--- config.mk ---
export PLATFORM = sky130hd
export DESIGN_NAME = bsp_top
export DESIGN_NICKNAME = d
export VERILOG_FILES = /design/src/hdl/bsp_pkg.sv /design/src/hdl/bsp_phase_if.sv /design/src/hdl/bsp_sync.sv /design/src/hdl/bsp_strobe_gen.sv /design/src/hdl/bsp_top.sv
export SDC_FILE = /design/constraint.sdc
export NUM_CORES = 1
export LEC_CHECK = 0
export BUFFER_PORTS_ARGS = -buffer_cell sky130_fd_sc_hd__buf_2
export CAP_MARGIN = 20
export CORE_MARGIN = 1
export CORE_UTILIZATION = 51
export CTS_CLUSTER_DIAMETER = 50
export DETAILED_ROUTE_END_ITERATION = 10
export PLACE_DENSITY = 0.92
export SLEW_MARGIN = 15
export SYNTH_ARGS = -nofsm -noshare
export SYNTH_HDL_FRONTEND = slang
export SYNTH_SLANG_ARGS = --single-unit
--- constraint.sdc ---
create_clock -name mclk_i -period 2.89 [get_ports mclk_i]
set_input_delay 0.289 -clock mclk_i [delete_from_list [all_inputs] [get_ports mclk_i]]
set_output_delay 0.289 -clock mclk_i [all_outputs]
set_load 0.03 [all_outputs]
--- src/hdl/bsp_pkg.sv ---
// constants and types for the bus strobe pin logic
// assumes a single 100 MHz clock and an axi4-lite register port
package bsp_pkg;

  localparam int           ADDR_W       = 4;
  localparam logic [3:0]   CTRL_OFS     = 4'h0;
  localparam logic [3:0]   STATUS_OFS   = 4'h4;

  localparam int           CTRL_W       = 9;
  localparam int           CTRL_PIN3_SEL = 0;
  localparam int           CTRL_PIN2_SEL = 1;
  localparam int           CTRL_IO_DIR  = 2;
  localparam int           CTRL_EDE_DIR = 4;
  localparam int           CTRL_MEM_DIR = 6;
  localparam int           CTRL_RET_EN  = 8;
  localparam logic [8:0]   CTRL_RST     = 9'h000;

  localparam int           DIR_RD       = 0;
  localparam int           DIR_WR       = 1;

  localparam int           STAT_COND2   = 0;
  localparam int           STAT_COND3   = 1;
  localparam int           STAT_GRANT   = 2;
  localparam int           STAT_REQ     = 3;
  localparam int           STAT_BUSY    = 4;
  localparam int           STAT_WDRAW   = 5;

  localparam logic [3:0]   SYNC_RST     = 4'h1;
  localparam logic [1:0]   RESP_OKAY    = 2'h0;
  localparam logic [1:0]   RESP_SLVERR  = 2'h2;

  typedef enum logic [1:0] {
    SEQ_IDLE,
    SEQ_ADDR,
    SEQ_DATA
  } bsp_seq_t;

endpackage : bsp_pkg

--- src/hdl/bsp_phase_if.sv ---
// bus transfer phase signals passed to the strobe generator
// assumes all members are driven from flops on mclk_i
`timescale 1ns/1ns
interface bsp_phase_if;
  logic data;
  logic first;
  logic dstart;
  logic wr;

  modport src (output data, output first, output dstart, output wr);
  modport dst (input data, input first, input dstart, input wr);
endinterface : bsp_phase_if

--- src/hdl/bsp_sync.sv ---
// two-stage synchroniser for asynchronous pins
// assumes the inputs come from outside the mclk_i domain
`timescale 1ns/1ns
module bsp_sync #(
  parameter int               WIDTH   = 4,
  parameter logic [WIDTH-1:0] RST_VAL = '0
) (
  input  wire logic             clk_i,
  input  wire logic             nrst_i,
  input  wire logic [WIDTH-1:0] d_i,
  output logic      [WIDTH-1:0] q_o
);

  logic [WIDTH-1:0] meta;
  logic [WIDTH-1:0] next_meta;
  logic [WIDTH-1:0] next_q;

  always_comb
  begin
    next_meta = d_i;
    next_q    = meta;
  end

  always_ff @(posedge clk_i or negedge nrst_i)
  begin
    if (!nrst_i)
    begin
      meta <= RST_VAL;
      q_o  <= RST_VAL;
    end
    else
    begin
      meta <= next_meta;
      q_o  <= next_q;
    end
  end

endmodule : bsp_sync

--- src/hdl/bsp_strobe_gen.sv ---
// io strobe, extended data enable and memory strobe generation
// assumes phase signals are registered on mclk_i by the sequencer
`timescale 1ns/1ns
module bsp_strobe_gen (
  input  wire logic       mclk_i,
  input  wire logic       nrst_i,
  bsp_phase_if.dst        ph,
  input  wire logic [1:0] io_dir_i,
  input  wire logic [1:0] ede_dir_i,
  input  wire logic [1:0] mem_dir_i,
  output logic            io_n_o,
  output logic            ede_n_o,
  output logic            mem_n_o
);

  logic io_hit;
  logic ede_hit;
  logic mem_hit;
  logic ede_on;
  logic tail;
  logic next_tail;

  always_comb
  begin
    io_hit  = ph.wr ? io_dir_i[bsp_pkg::DIR_WR]  : io_dir_i[bsp_pkg::DIR_RD];
    ede_hit = ph.wr ? ede_dir_i[bsp_pkg::DIR_WR] : ede_dir_i[bsp_pkg::DIR_RD];
    mem_hit = ph.wr ? mem_dir_i[bsp_pkg::DIR_WR] : mem_dir_i[bsp_pkg::DIR_RD];
    ede_on  = ph.data && ede_hit;
    next_tail = ede_on;
    io_n_o  = !(ph.first && io_hit);
    mem_n_o = !(ph.dstart && mem_hit);
    ede_n_o = !(ede_on || tail);
  end

  // sampled mid-cycle, so it outlasts the strobe by half a cycle
  always_ff @(negedge mclk_i or negedge nrst_i)
  begin
    if (!nrst_i)
      tail <= 1'b0;
    else
      tail <= next_tail;
  end

endmodule : bsp_strobe_gen

--- src/hdl/bsp_top.sv ---
// dual-function bus pin logic: arbitration, transfer phases, strobes
// assumes core requests on mclk_i and asynchronous pins from the board
//
// The AXI4-Lite slave port and the register offsets are this design's own decisions.
`timescale 1ns/1ns
// Contract
// - return protocol withdraws grant, waits request drop
// - control register selects each pin function
// - upper pin drives condition flag 3
// - lower pin drives condition flag 2
// - condition inputs pass two synchroniser stages
// - io strobe on reads, writes or both
// - io strobe asserts in transfer second cycle
// - data enable on reads, writes or both
// - data enable holds half cycle after strobe
// - memory strobe pulses low once per datum
// - bus request floats outputs, drop returns bus
// - write indication high throughout write transfers
module bsp_top #(
  parameter int LEN_W = 2
) (
  input  wire logic                      mclk_i,
  input  wire logic                      nrst_i,
  input  wire logic [bsp_pkg::ADDR_W-1:0] awaddr_i,
  input  wire logic                      awvalid_i,
  output logic                           awready_o,
  input  wire logic [31:0]               wdata_i,
  input  wire logic [3:0]                wstrb_i,
  input  wire logic                      wvalid_i,
  output logic                           wready_o,
  output logic [1:0]                     bresp_o,
  output logic                           bvalid_o,
  input  wire logic                      bready_i,
  input  wire logic [bsp_pkg::ADDR_W-1:0] araddr_i,
  input  wire logic                      arvalid_i,
  output logic                           arready_o,
  output logic [31:0]                    rdata_o,
  output logic [1:0]                     rresp_o,
  output logic                           rvalid_o,
  input  wire logic                      rready_i,
  input  wire logic                      xfer_valid_i,
  output logic                           xfer_ready_o,
  input  wire logic                      xfer_write_i,
  input  wire logic [LEN_W-1:0]          xfer_len_i,
  output logic                           xfer_done_o,
  output logic [3:2]                     cop_cond_flag_o,
  input  wire logic                      bus_request_in_i,
  output logic                           bus_grant_out_o,
  output logic                           bus_oe_o,
  input  wire logic                      ack_n_i,
  output logic                           rd_strobe_n_o,
  output logic                           wr_strobe_n_o,
  output logic                           write_ind_o,
  output logic                           memory_cycle_strobe_n_o,
  input  wire logic                      cond3_pin_i,
  output logic                           cond3_pin_o,
  output logic                           cond3_pin_oe_o,
  input  wire logic                      cond2_pin_i,
  output logic                           cond2_pin_o,
  output logic                           cond2_pin_oe_o
);

  logic [3:0]                  sync_q;
  logic                        c3_s;
  logic                        c2_s;
  logic                        req_s;
  logic                        ack_s;

  logic [bsp_pkg::CTRL_W-1:0]  ctrl;
  logic [bsp_pkg::CTRL_W-1:0]  next_ctrl;

  logic                        aw_hold;
  logic                        next_aw_hold;
  logic [bsp_pkg::ADDR_W-1:0]  aw_addr;
  logic [bsp_pkg::ADDR_W-1:0]  next_aw_addr;
  logic                        w_hold;
  logic                        next_w_hold;
  logic [31:0]                 w_data;
  logic [31:0]                 next_w_data;
  logic [3:0]                  w_strb;
  logic [3:0]                  next_w_strb;
  logic                        bvalid;
  logic                        next_bvalid;
  logic [1:0]                  bresp;
  logic [1:0]                  next_bresp;
  logic                        do_write;

  logic                        rvalid;
  logic                        next_rvalid;
  logic [31:0]                 rdata;
  logic [31:0]                 next_rdata;
  logic [1:0]                  rresp;
  logic [1:0]                  next_rresp;
  logic [31:0]                 status;

  bsp_pkg::bsp_seq_t           state;
  bsp_pkg::bsp_seq_t           next_state;
  logic [LEN_W-1:0]            left;
  logic [LEN_W-1:0]            next_left;
  logic                        wr_q;
  logic                        next_wr;
  logic                        grant;
  logic                        next_grant;
  logic                        withdraw;
  logic                        next_withdraw;
  logic                        done;
  logic                        next_done;
  logic                        first;
  logic                        next_first;
  logic                        dstart;
  logic                        next_dstart;
  logic                        accept;
  logic                        own;

  logic                        io_n;
  logic                        ede_n;

  bsp_phase_if u_ph ();

  // pins from the board
  bsp_sync #(
    .WIDTH   (4),
    .RST_VAL (bsp_pkg::SYNC_RST)
  ) u_sync (
    .clk_i  (mclk_i),
    .nrst_i (nrst_i),
    .d_i    ({cond3_pin_i, cond2_pin_i, bus_request_in_i, ack_n_i}),
    .q_o    (sync_q)
  );

  assign c3_s  = sync_q[3];
  assign c2_s  = sync_q[2];
  assign req_s = sync_q[1];
  assign ack_s = !sync_q[0];

  // axi write channel and control register
  always_comb
  begin
    next_aw_hold = aw_hold;
    next_aw_addr = aw_addr;
    next_w_hold  = w_hold;
    next_w_data  = w_data;
    next_w_strb  = w_strb;
    next_bvalid  = bvalid;
    next_bresp   = bresp;
    next_ctrl    = ctrl;
    do_write     = aw_hold && w_hold && !bvalid;
    if (awvalid_i && awready_o)
    begin
      next_aw_hold = 1'b1;
      next_aw_addr = awaddr_i;
    end
    if (wvalid_i && wready_o)
    begin
      next_w_hold = 1'b1;
      next_w_data = wdata_i;
      next_w_strb = wstrb_i;
    end
    if (do_write)
    begin
      next_aw_hold = 1'b0;
      next_w_hold  = 1'b0;
      next_bvalid  = 1'b1;
      next_bresp   = bsp_pkg::RESP_OKAY;
      case (aw_addr)
        bsp_pkg::CTRL_OFS:
        begin
          if (w_strb[0])
            next_ctrl[7:0] = w_data[7:0];
          if (w_strb[1])
            next_ctrl[8] = w_data[8];
        end
        bsp_pkg::STATUS_OFS:
          next_bresp = bsp_pkg::RESP_OKAY;
        default:
          next_bresp = bsp_pkg::RESP_SLVERR;
      endcase
    end
    if (bvalid && bready_i)
      next_bvalid = 1'b0;
  end

  always_ff @(posedge mclk_i or negedge nrst_i)
  begin
    if (!nrst_i)
    begin
      aw_hold <= 1'b0;
      aw_addr <= '0;
      w_hold  <= 1'b0;
      w_data  <= 32'h0000_0000;
      w_strb  <= 4'h0;
      bvalid  <= 1'b0;
      bresp   <= bsp_pkg::RESP_OKAY;
      ctrl    <= bsp_pkg::CTRL_RST;
    end
    else
    begin
      aw_hold <= next_aw_hold;
      aw_addr <= next_aw_addr;
      w_hold  <= next_w_hold;
      w_data  <= next_w_data;
      w_strb  <= next_w_strb;
      bvalid  <= next_bvalid;
      bresp   <= next_bresp;
      ctrl    <= next_ctrl;
    end
  end

  assign awready_o = !aw_hold && !bvalid;
  assign wready_o  = !w_hold && !bvalid;
  assign bvalid_o  = bvalid;
  assign bresp_o   = bresp;

  // axi read channel
  always_comb
  begin
    status = 32'h0000_0000;
    status[bsp_pkg::STAT_COND2] = cop_cond_flag_o[2];
    status[bsp_pkg::STAT_COND3] = cop_cond_flag_o[3];
    status[bsp_pkg::STAT_GRANT] = grant;
    status[bsp_pkg::STAT_REQ]   = req_s;
    status[bsp_pkg::STAT_BUSY]  = (state != bsp_pkg::SEQ_IDLE);
    status[bsp_pkg::STAT_WDRAW] = withdraw;
    next_rvalid = rvalid;
    next_rdata  = rdata;
    next_rresp  = rresp;
    if (arvalid_i && arready_o)
    begin
      next_rvalid = 1'b1;
      next_rresp  = bsp_pkg::RESP_OKAY;
      case (araddr_i)
        bsp_pkg::CTRL_OFS:
          next_rdata = {23'h000000, ctrl};
        bsp_pkg::STATUS_OFS:
          next_rdata = status;
        default:
        begin
          next_rdata = 32'h0000_0000;
          next_rresp = bsp_pkg::RESP_SLVERR;
        end
      endcase
    end
    else if (rvalid && rready_i)
      next_rvalid = 1'b0;
  end

  always_ff @(posedge mclk_i or negedge nrst_i)
  begin
    if (!nrst_i)
    begin
      rvalid <= 1'b0;
      rdata  <= 32'h0000_0000;
      rresp  <= bsp_pkg::RESP_OKAY;
    end
    else
    begin
      rvalid <= next_rvalid;
      rdata  <= next_rdata;
      rresp  <= next_rresp;
    end
  end

  assign arready_o = !rvalid;
  assign rvalid_o  = rvalid;
  assign rdata_o   = rdata;
  assign rresp_o   = rresp;

  // transfer sequencer and bus arbitration
  always_comb
  begin
    next_state    = state;
    next_left     = left;
    next_wr       = wr_q;
    next_grant    = grant;
    next_withdraw = withdraw;
    next_done     = 1'b0;
    next_first    = 1'b0;
    next_dstart   = 1'b0;
    accept = (state == bsp_pkg::SEQ_IDLE) && xfer_valid_i && !grant && !withdraw && !req_s;
    case (state)
      bsp_pkg::SEQ_IDLE:
      begin
        if (accept)
        begin
          next_state = bsp_pkg::SEQ_ADDR;
          next_left  = xfer_len_i;
          next_wr    = xfer_write_i;
        end
      end
      bsp_pkg::SEQ_ADDR:
      begin
        next_state  = bsp_pkg::SEQ_DATA;
        next_first  = 1'b1;
        next_dstart = 1'b1;
      end
      bsp_pkg::SEQ_DATA:
      begin
        if (ack_s)
        begin
          if (left == '0)
          begin
            next_state = bsp_pkg::SEQ_IDLE;
            next_done  = 1'b1;
            next_wr    = 1'b0;
          end
          else
          begin
            next_left   = left - 1'b1;
            next_dstart = 1'b1;
          end
        end
      end
      default:
        next_state = bsp_pkg::SEQ_IDLE;
    endcase
    if (grant)
    begin
      if (!req_s)
        next_grant = 1'b0;
      else if (ctrl[bsp_pkg::CTRL_RET_EN] && xfer_valid_i)
      begin
        next_grant    = 1'b0;
        next_withdraw = 1'b1;
      end
    end
    else if (withdraw)
    begin
      if (!req_s)
        next_withdraw = 1'b0;
    end
    else if (req_s && state == bsp_pkg::SEQ_IDLE)
      next_grant = 1'b1;
  end

  always_ff @(posedge mclk_i or negedge nrst_i)
  begin
    if (!nrst_i)
    begin
      state    <= bsp_pkg::SEQ_IDLE;
      left     <= '0;
      wr_q     <= 1'b0;
      grant    <= 1'b0;
      withdraw <= 1'b0;
      done     <= 1'b0;
      first    <= 1'b0;
      dstart   <= 1'b0;
    end
    else
    begin
      state    <= next_state;
      left     <= next_left;
      wr_q     <= next_wr;
      grant    <= next_grant;
      withdraw <= next_withdraw;
      done     <= next_done;
      first    <= next_first;
      dstart   <= next_dstart;
    end
  end

  assign xfer_ready_o = accept;
  assign xfer_done_o  = done;
  assign own          = !grant && !withdraw;

  assign u_ph.data   = (state == bsp_pkg::SEQ_DATA);
  assign u_ph.first  = first;
  assign u_ph.dstart = dstart;
  assign u_ph.wr     = wr_q;

  bsp_strobe_gen u_gen (
    .mclk_i    (mclk_i),
    .nrst_i    (nrst_i),
    .ph        (u_ph),
    .io_dir_i  (ctrl[bsp_pkg::CTRL_IO_DIR +: 2]),
    .ede_dir_i (ctrl[bsp_pkg::CTRL_EDE_DIR +: 2]),
    .mem_dir_i (ctrl[bsp_pkg::CTRL_MEM_DIR +: 2]),
    .io_n_o    (io_n),
    .ede_n_o   (ede_n),
    .mem_n_o   (memory_cycle_strobe_n_o)
  );

  // pin outputs
  assign bus_grant_out_o = grant;
  assign bus_oe_o        = own;
  assign write_ind_o     = wr_q;
  assign rd_strobe_n_o   = !(u_ph.data && !wr_q);
  assign wr_strobe_n_o   = !(u_ph.data && wr_q);
  assign cond3_pin_o     = io_n;
  assign cond2_pin_o     = ede_n;
  assign cond3_pin_oe_o  = ctrl[bsp_pkg::CTRL_PIN3_SEL] && own;
  assign cond2_pin_oe_o  = ctrl[bsp_pkg::CTRL_PIN2_SEL] && own;
  assign cop_cond_flag_o[3] = ctrl[bsp_pkg::CTRL_PIN3_SEL] ? 1'b0 : c3_s;
  assign cop_cond_flag_o[2] = ctrl[bsp_pkg::CTRL_PIN2_SEL] ? 1'b0 : c2_s;

endmodule : bsp_top

# ---- After elaboration in Yosys (flattened, before gate mapping)
# Index checks and enable logic that the tools add are counted.
dict set report op_classes {
  addsub 1
  n_mul 0
  div_mod_pow 0
  n_lt_le_gt_ge 0
  eq_ne 10
  n_shift 0
  muxes 45
  bitwise 0
  reduce_logical 55
}
# operator n
set op_table {}
lappend op_table {{2-to-1 mux 1 bit} 32}
lappend op_table {{logical AND 1 bit} 23}
lappend op_table {{one-hot mux 9 bit (2 select lines)} 1}
lappend op_table {{2-to-1 mux 2 bit} 8}
lappend op_table {{logical NOT 1 bit} 13}
lappend op_table {{nonzero test 2 bit} 6}
lappend op_table {{AND reduction 3 bit} 3}
lappend op_table {{== test 4 x 3 -> 1 bit (second input constant)} 2}
lappend op_table {{logical NOT 4 bit} 2}
lappend op_table {{inequality test 2 bit (second input constant)} 4}
lappend op_table {{AND reduction 4 bit} 2}
lappend op_table {{one-hot mux 2 bit (3 select lines)} 1}
lappend op_table {{logical NOT 2 bit} 2}
lappend op_table {{inequality test 2 x 1 -> 1 bit (second input constant)} 2}
lappend op_table {{one-hot mux 1 bit (2 select lines)} 2}
lappend op_table {{one-hot mux 2 bit (2 select lines)} 1}
lappend op_table {{OR reduction 2 bit} 2}
lappend op_table {{== test 2 x 1 -> 1 bit (second input constant)} 1}
lappend op_table {{== test 2 bit (second input constant)} 1}
lappend op_table {{AND reduction 2 bit} 1}
lappend op_table {{subtractor 2 x 1 -> 2 bit (second input constant)} 1}
lappend op_table {{logical OR 1 bit} 1}
dict set report word_totals {
  reg_bits 83
  latch_bits 0
  ramBits 0
  mem_bits_ro 0
  inputBits 59
  output_inout_bits 55
  wordCells 134
  mem_count 0
}

# ---- Logic depth before layout (Yosys ltp)
# Gate-level depths: netlist of run 1.
dict set report depth {
  depth_word 7
  ltp_mapped 6
  mapped_depth_nobuf 5
}

# ---- Modules after synthesis
# Synthesis of run 1 repeated with hierarchy kept, for this count alone.
dict set report hier_totals {
  cells_unflattened 225
  area_unflattened_um2 2688.8
}
# mod n_inst cells_per_inst area_each_um2 seq_area_each_um2
set modules_own_cells {}
lappend modules_own_cells {bsp_top 1 208 2403.6 1226.2}
lappend modules_own_cells {bsp_sync 1 8 202.7 202.7}
lappend modules_own_cells {bsp_strobe_gen 1 9 82.6 25.0}

==> metrics.yaml, run 1 <==
dieArea_um2: 5530
h-tree-depth: 3
worstMarginPinSlew_ps: 685
cts_resized: 0
relSlewSlack: 0.543
maxSlewViolCount: 0
syn_inst: 227
switchingPower_w: 0.00111
clock_path_buffers: 2
grt_max_degree: 58
hpwl_mm: 3.49
netlist_area_um2: 2670
startpoint_type: "flip-flop"
power.internal_w: 0.00185
drive_above_1_share: 0.385
io_buffers: 63
cp-end-kind: "output pin"
die_h_um: 74.4
cts_buffers: 9
final_cell_mix: "buf_2 (63), dfrtp_1 (55), mux2_2 (27), conb_1 (25), nand2_1 (20)"
irDropWorstVdd_mv: 0.578
hold_depth: 1
postRouteAntennaNets: 0
min_from: "ack_n_i"
cts_tree: "done"
synth-edff-count: 0
start_util: 0.548
hold_viol: 0
core_um2: 4880
layout_setup_ws_ps: 198
power_frac_clock: 0.200
power_frac_comb: 0.362
power_density_nw_per_um2: 960
clock_sinks: 58
wl_mm: 4.67
ff2ff_path_depth: 2
hp-class: "input port to flip-flop"
via_per_inst: 4.87
critical_path.max_fanout: 1
route.detailed.drc: 0
power_w: 0.00296
yosysWarnings: 0
first_pass_iters: 4
pin_count: 114
row_count: 25
utilization: 0.632
skew_ps: 7.87
yosysUniqueCellTypes: 44
place_ws_ps: 466
rr_startpoint: "write_ind_o"
grtUsageTotal: 0.189
drv_cap: 0
die_w_um: 74.4
crit_required_ps: 2600
clockRootBuffer: "clkbuf_8"
antenna_cells: 0
ys_seq_area_frac: 0.544
p_leak_nw: 1.54
final_area_um2: 3080
swShare: 0.374
power_frac_seq: 0.438
drt_iter0_drc: 70
hold_buffers: 0
ff2ff_setup_slack_ps: 460
rsz0062_at_grt: "no"
r2r_end: "u_gen.tail"
post_cts_buffers: 0
min_to: "u_sync.meta[0]"
first_global_vias: 1625
layout.nets: 354
critical_path_class: "flip-flop to output pin"
clk_pin_slew_worst_paths_ps: 60
setup_viol: 0
insertion_delay_ps: 320
layout_commonest_cell: "buf_2"
antenna_found_initial: 0
fin_tns_setup_ps: 0
dpl-instance-area_um2: 2930
area_delta_synth_final_pct: 15.4
gp_congestion: 0.823
synth_flop_cell: "dfrtp_1"
grt_pass1_wl_mm: 7.49
wire_per_inst_um: 12.9
synth_area_per_cell_um2: 11.8
vias: 1769
ys_ff_latch: 58
outcome: "complete, no violations"
overflow: 0
async_flop_share: 1.00
crit_arrival_ps: 2400
state kept, by name (all words and copies together), names as in the netlist, 2 cells and up:
signal       cells
u_sync.meta      4
rdata_o          9
w_strb           2
w_data           9
ctrl             9
left             2
aw_addr          4
u_sync.q_o       4
state            2
synth_stat cells, types with 4 or more instances:
master | number | area, um2
nand2_1 | 20 | 75.1
mux2_2 | 27 | 304
o21ai_0 | 9 | 45.0
ha_1 | 4 | 50.1
a21oi_1 | 4 | 20.0
mux2i_1 | 7 | 70.1
nor2_1 | 9 | 33.8
o31ai_1 | 4 | 30.0
dfrtp_1 | 55 | 1380
buf_4 | 27 | 203
inv_1 | 9 | 33.8
clkbuf_1 | 5 | 18.8
nor2b_1 | 6 | 37.5
power by group through the flow:
| stage | clock network [W] | logic (W) | registers, W |
|---|---|---|---|
| after global placement | 0 | 0.00104 | 0.00129 |
| final | 0.000592 | 0.00107 | 0.00130 |
| after floorplan | 0 | 0.000829 | 0.00130 |
| after CTS | 0.000608 | 0.00109 | 0.00130 |
| after detailed placement | 0 | 0.00108 | 0.00131 |
| after global routing | 0.000648 | 0.00117 | 0.00134 |
critical path, stage by stage (launching register included):
cell     delay, ps
dfrtn_1        330
nor2_1         110
buf_2          200
layout make-up:
| cell class | instances | area [um2] |
|---|---|---|
| well taps | 67 | 83.8 |
| repair buffers | 65 | 330 |
| fillers | 407 | 1800 |
| flip-flops and latches | 58 | 1450 |
| inverters | 9 | 33.8 |
| multi-input cells | 148 | 1030 |
| clock inverters | 4 | 20.0 |
| clock buffers | 12 | 135 |
per-stage QoR:
stage          std cells  hold slack, ps
6_report             363            72.0
5_1_grt              363            40.5
4_1_cts              363            55.3
3_5_place_dp         347             335
3_3_place_gp         347             335
2_1_floorplan        251           -6.59
worst max path at each step:
stage                start           to  cells after the start
2_1_floorplan     state[0]   u_gen.tail                      5
3_3_place_gp   write_ind_o   u_gen.tail                      2
3_5_place_dp   write_ind_o   u_gen.tail                      2
4_1_cts         u_gen.tail  cond2_pin_o                      2
5_1_grt         u_gen.tail  cond2_pin_o                      2
6_report        u_gen.tail  cond2_pin_o                      2
cells by family (layout without fill, tap and decap cells):
group,after synthesis,after routing,synth area share
and+or+nand+nor,55,55,0.106
DFF,58,58,0.544
AOI/OAI and AO/OA,29,29,0.0787
muxes,35,35,0.146
buffers and inverters,45,90,0.105
other,1,25,0.00140
adders and majority gates,4,4,0.0187
layer usage:
layer | up-vias | share of wire | track usage
li1 | 847 | - | -
met5 | - | 0 | 0
met2 | 78 | 0.50 | 0.300
met4 | 0 | 0.013 | 0.0860
met3 | 6 | 0.065 | 0.0705
met1 | 838 | 0.42 | 0.229
No activity file was read; power rests on OpenSTA's default activity.
==> run 2, diff against run 1 <==
--- a/config.mk
+++ b/config.mk
@@ -5,13 +5,14 @@
 export SDC_FILE = /design/constraint.sdc
 export NUM_CORES = 1
 export LEC_CHECK = 0
+export ABC_AREA = 1
 export BUFFER_PORTS_ARGS = -buffer_cell sky130_fd_sc_hd__buf_2
 export CAP_MARGIN = 20
 export CORE_MARGIN = 1
-export CORE_UTILIZATION = 51
+export CORE_UTILIZATION = 45
 export CTS_CLUSTER_DIAMETER = 50
 export DETAILED_ROUTE_END_ITERATION = 10
-export PLACE_DENSITY = 0.92
+export PLACE_DENSITY = 0.83
 export SLEW_MARGIN = 15
 export SYNTH_ARGS = -nofsm -noshare
 export SYNTH_HDL_FRONTEND = slang
==> metrics.yaml, run 2 <==
outcome: "complete, no violations"
row_count: 27
drive_above_1_share: 0.296
p_leak_nw: 1.73
place_ws_ps: 276
hold_viol: 0
hpwl_mm: 3.95
gp_congestion: 0.810
async_flop_share: 1.00
final_area_um2: 3240
yosysTopAreaCell: "dfrtp_1"
synth-edff-count: 0
netlist_area_um2: 2710
wire_per_inst_um: 12.5
synth_commonest_cells: "nand2_1 (63), dfrtp_1 (55), inv_1 (29)"
clock_sinks: 58
insertion_delay_ps: 330
hold_buffers: 0
layout.nets: 413
dieArea_um2: 6330
start_util: 0.480
vias: 2037
cts_buffers: 9
synth_area_per_cell_um2: 9.67
skew_ps: 7.68
cp_slowest_cell: "dfrtn_1"
synth_compound_area_frac: 0.0735
fin_tns_setup_ps: 0
h-tree-depth: 3
clk_pin_slew_worst_paths_ps: 60
antenna_cells: 0
route.detailed.drc: 0
synthMostInstantiatedCell: "nand2_1"
synth_area_leaders: "dfrtp_1 (51%), nand2_1 (8.7%), buf_4 (7.5%), inv_1 (4.0%), nand3_1 (3.3%)"
pin_count: 114
worstPathCellList: "nor2_1 > buf_2"
grtUsageTotal: 0.189
worstMarginPinSlew_ps: 702
rsz0062_at_grt: "no"
drt_iter0_drc: 112
overflow: 0
grt_pass1_wl_mm: 8.87
cp-end-kind: "output pin"
area_delta_synth_final_pct: 19.9
die_w_um: 79.6
startpoint_type: "flip-flop"
critical_path_class: "flip-flop to output pin"
first_pass_iters: 4
synthXorXnorAreaFrac: 0
die_h_um: 79.6
grt_max_degree: 58
io_buffers: 63
dpl-instance-area_um2: 2990
post_cts_buffers: 0
synth_flop_cell: "dfrtp_1"
ys_seq_area_frac: 0.537
hp-class: "input port to flip-flop"
postRouteAntennaNets: 0
cts_resized: 0
utilization: 0.575
synthMuxAreaShare: 0.0569
irDropWorstVdd_mv: 0.525
crit_arrival_ps: 2460
synth-adder-area-share: 0.0185
cp_slowest_stage_delay_ps: 330
ys_ff_latch: 58
synth_top_area_frac: 0.509
drv_cap: 0
cts_tree: "done"
layout_setup_ws_ps: 138
first_global_vias: 1918
crit_required_ps: 2600
setup_viol: 0
power_density_nw_per_um2: 1020
yosysUniqueCellTypes: 31
wl_mm: 5.34
dp.cells: 411
critical_path.max_fanout: 1
synthSimpleGateAreaFrac: 0.188
fillers: 502
core_um2: 5640
via_per_inst: 4.77
yosysWarnings: 0
final_cell_mix: "nand2_1 (63), buf_2 (63), dfrtp_1 (55), inv_1 (29), conb_1 (25)"
maxSlewViolCount: 0
clock_path_buffers: 2
synth_top_family_by_area: "simple AND/OR/NAND/NOR gates"
clockRootBuffer: "clkbuf_8"
syn_inst: 280
antenna_found_initial: 0
layoutNonFillerInstCount: 427
relSlewSlack: 0.532
-- run 2: cell types whose count changed in the layout (fill, tap and decap cells not counted), moves of 5 or more --
cell | previous run | this run
inv_1 | 9 | 29
nand3_1 | 1 | 18
nor2b_1 | 6 | 0
nor2_1 | 9 | 19
mux2_2 | 27 | 7
nand4_1 | 0 | 5
mux2i_1 | 7 | 0
nand2_1 | 20 | 63
o21ai_0 | 9 | 17
-- run 2: cell families (layout without fill, tap and decap cells) --
kind of cell | count (synthesis) | in the layout
multiplexers | 12 | 12
AND/OR/NAND/NOR | 112 | 112
buffers and inverters | 60 | 111
other | 1 | 25
adder cells (fa/ha/maj) | 4 | 4
AO/OA/AOI/OAI | 33 | 33
flip-flops | 58 | 58
-- run 2: per-stage QoR --
step	hold WS [ps]	power (W)
global route	38.5	0.00353
global placement	333	0.00234
floorplan	-6.59	0.00212
detailed placement	336	0.00239
finish	56.9	0.00331
CTS	39.1	0.00334
-- run 2: cell type report --
cell class,instances,area [um2],share of cell area
Clock buffer,11,151,0.0467
Clock inverter,5,100,0.0309
Inverter,30,113,0.0347
Multi-Input combinational cell,186,1010,0.310
Sequential cell,58,1450,0.448
Tap cell,72,90.1,0.0278
Timing Repair Buffer,65,330,0.102
-- run 2: critical path: cells and delay by family, from the launching register on --
kind / cells / cell delay [ps]
AND/OR/NAND/NOR: 1 / 150
flip-flops: 1 / 330
buffers and inverters: 1 / 220
-- run 2: routing by layer --
metal  global-route usage  wire [um]  share of wire  vias to the layer above
li1                     -          -              -                      995
met1                0.242       2440           0.46                      944
met2                0.285       2410           0.45                       83
met3               0.0389        300          0.056                       15
met4                0.131        185          0.035                        0
met5                    0          0              0                        -
-- run 2: worst paths after layout --
| check | from | end | slack [ps] | cells after the start |
|---|---|---|---|---|
| max | u_gen.tail | cond2_pin_o | 140 | 2 |
| min | ack_n_i | u_sync.meta[0] | 60 | 1 |
| max reg2reg | state[0] | u_gen.tail | 210 | 4 |
| min reg2reg | u_sync.meta[3] | u_sync.q_o[3] | 350 | 0 |
| max in group asynchronous | nrst_i | u_gen.tail | 1670 | 1 |
| min in group asynchronous | nrst_i | w_data[8] | 150 | 2 |
-- run 2: power breakdown --
part | internal [W] | leakage, nW | total, W | switching [W]
logic | 0.000391 | 0.884 | 0.00113 | 0.000740
clock network | 0.000617 | 0.129 | 0.000931 | 0.000314
registers | 0.00107 | 0.720 | 0.00125 | 0.000179
total | 0.00208 | 1.73 | 0.00331 | 0.00123
==> run 3, diff against run 2 <==
--- a/config.mk
+++ b/config.mk
@@ -5,7 +5,6 @@
 export SDC_FILE = /design/constraint.sdc
 export NUM_CORES = 1
 export LEC_CHECK = 0
-export ABC_AREA = 1
 export BUFFER_PORTS_ARGS = -buffer_cell sky130_fd_sc_hd__buf_2
 export CAP_MARGIN = 20
 export CORE_MARGIN = 1
==> metrics.yaml, run 3 (same netlist as run 1, synthesis figures left out) <==
final_cell_mix: "buf_2 (63), dfrtp_1 (55), mux2_2 (27), conb_1 (25), nand2_1 (20)"
insertion_delay_ps: 330
start_util: 0.477
clock_path_buffers: 2
r2r_end: "u_gen.tail"
die_h_um: 79.1
hpwl_mm: 3.50
skew_ps: 8.18
grtUsageTotal: 0.169
grt_pass1_wl_mm: 7.73
relSlewSlack: 0.542
swShare: 0.367
gp_congestion: 0.848
startpoint_type: "flip-flop"
power_frac_clock: 0.226
wire_per_inst_um: 13.0
power_frac_comb: 0.352
startpoint: "u_gen.tail"
clockRootBuffer: "clkbuf_8"
via_per_inst: 4.77
drt_iter0_drc: 80
die_w_um: 79.1
cts_resized: 0
irDropWorstVdd_mv: 0.719
crit_required_ps: 2600
rsz0062_at_grt: "no"
p_leak_nw: 1.55
first_pass_iters: 4
postRouteAntennaNets: 0
wl_met1_mm: 2.10
antenna_cells: 0
final_area_um2: 3120
drv_cap: 0
overflow: 0
dpl-instance-area_um2: 2940
ff2ff_path_depth: 2
critical_path_class: "flip-flop to output pin"
switchingPower_w: 0.00113
grt_max_degree: 58
post_cts_buffers: 0
critPathCapture: "cond2_pin_o"
antenna_found_initial: 0
vias: 1757
h-tree-depth: 3
critical_path.max_fanout: 1
clk_pin_slew_worst_paths_ps: 60
power_density_nw_per_um2: 983
setup_viol: 0
wl_mm: 4.77
layout.nets: 354
ff2ff_setup_slack_ps: 450
clock_sinks: 58
cts_tree: "done"
outcome: "complete, no violations"
wl_met3_um: 322
fin_tns_setup_ps: 0
drive_above_1_share: 0.392
hold_viol: 0
power.internal_w: 0.00194
power_frac_seq: 0.422
first_global_vias: 1674
hold_buffers: 0
route.detailed.drc: 0
utilization: 0.556
cp-end-kind: "output pin"
maxSlewViolCount: 0
area_delta_synth_final_pct: 16.8
wl_met2_mm: 2.23
top_layer_used: "met4"
pin_count: 114
worstMarginPinSlew_ps: 687
hp-class: "input port to flip-flop"
cts_buffers: 9
hold_depth: 1
core_um2: 5610
rr_startpoint: "write_ind_o"
dieArea_um2: 6250
crit_arrival_ps: 2370
row_count: 27
layout_commonest_cell: "buf_2"
io_buffers: 63
[run 3: worst max-delay path, cell delays in order (launching register included)]
cell and delay, ps:
dfrtn_1 320, nor2_1 90, buf_2 200
[run 3: how the worst min path moves through the flow]
| stage | from | end | slack, ps |
|---|---|---|---|
| 6_report | ack_n_i | u_sync.meta[0] | 60 |
| 5_1_grt | ack_n_i | u_sync.meta[0] | 40 |
| 4_1_cts | ack_n_i | u_sync.meta[0] | 40 |
| 3_5_place_dp | u_sync.meta[1] | u_sync.q_o[1] | 330 |
| 3_3_place_gp | u_sync.meta[3] | u_sync.q_o[3] | 330 |
| 2_1_floorplan | nrst_i | aw_addr[0] | -7 |
[run 3: final cells by class]
type	count	area, um2
fillers	495	2490
multi-input cells	148	1030
clock buffers	10	128
flip-flops and latches	58	1450
inverters	9	33.8
well taps	72	90.1
clock inverters	6	57.6
repair buffers	65	330
[run 3: through the flow]
| stage | hold WS (ps) | total power [W] | worst slack (ps) | cells |
|---|---|---|---|---|
| after floorplan | -6.59 | 0.00213 | 388 | 251 |
| after global placement | 334 | 0.00234 | 473 | 352 |
| after detailed placement | 335 | 0.00239 | 471 | 352 |
| after CTS | 42.9 | 0.00310 | 217 | 368 |
| after global routing | 36.4 | 0.00327 | 188 | 368 |
| final | 58.2 | 0.00307 | 231 | 368 |
[run 3: power by group through the flow]
stage / logic [W] / clock network, W / registers (W)
global route: 0.00118 / 0.000757 / 0.00133
CTS: 0.00109 / 0.000715 / 0.00129
finish: 0.00108 / 0.000693 / 0.00129
detailed placement: 0.00108 / 0 / 0.00131
floorplan: 0.000829 / 0 / 0.00130
global placement: 0.00105 / 0 / 0.00129
[run 3: per-layer routing]
layer / track usage / vias to the layer above
li1: - / 846
met1: 0.204 / 816
met2: 0.271 / 83
met5: 0 / -
met3: 0.0471 / 12
met4: 0.0982 / 0
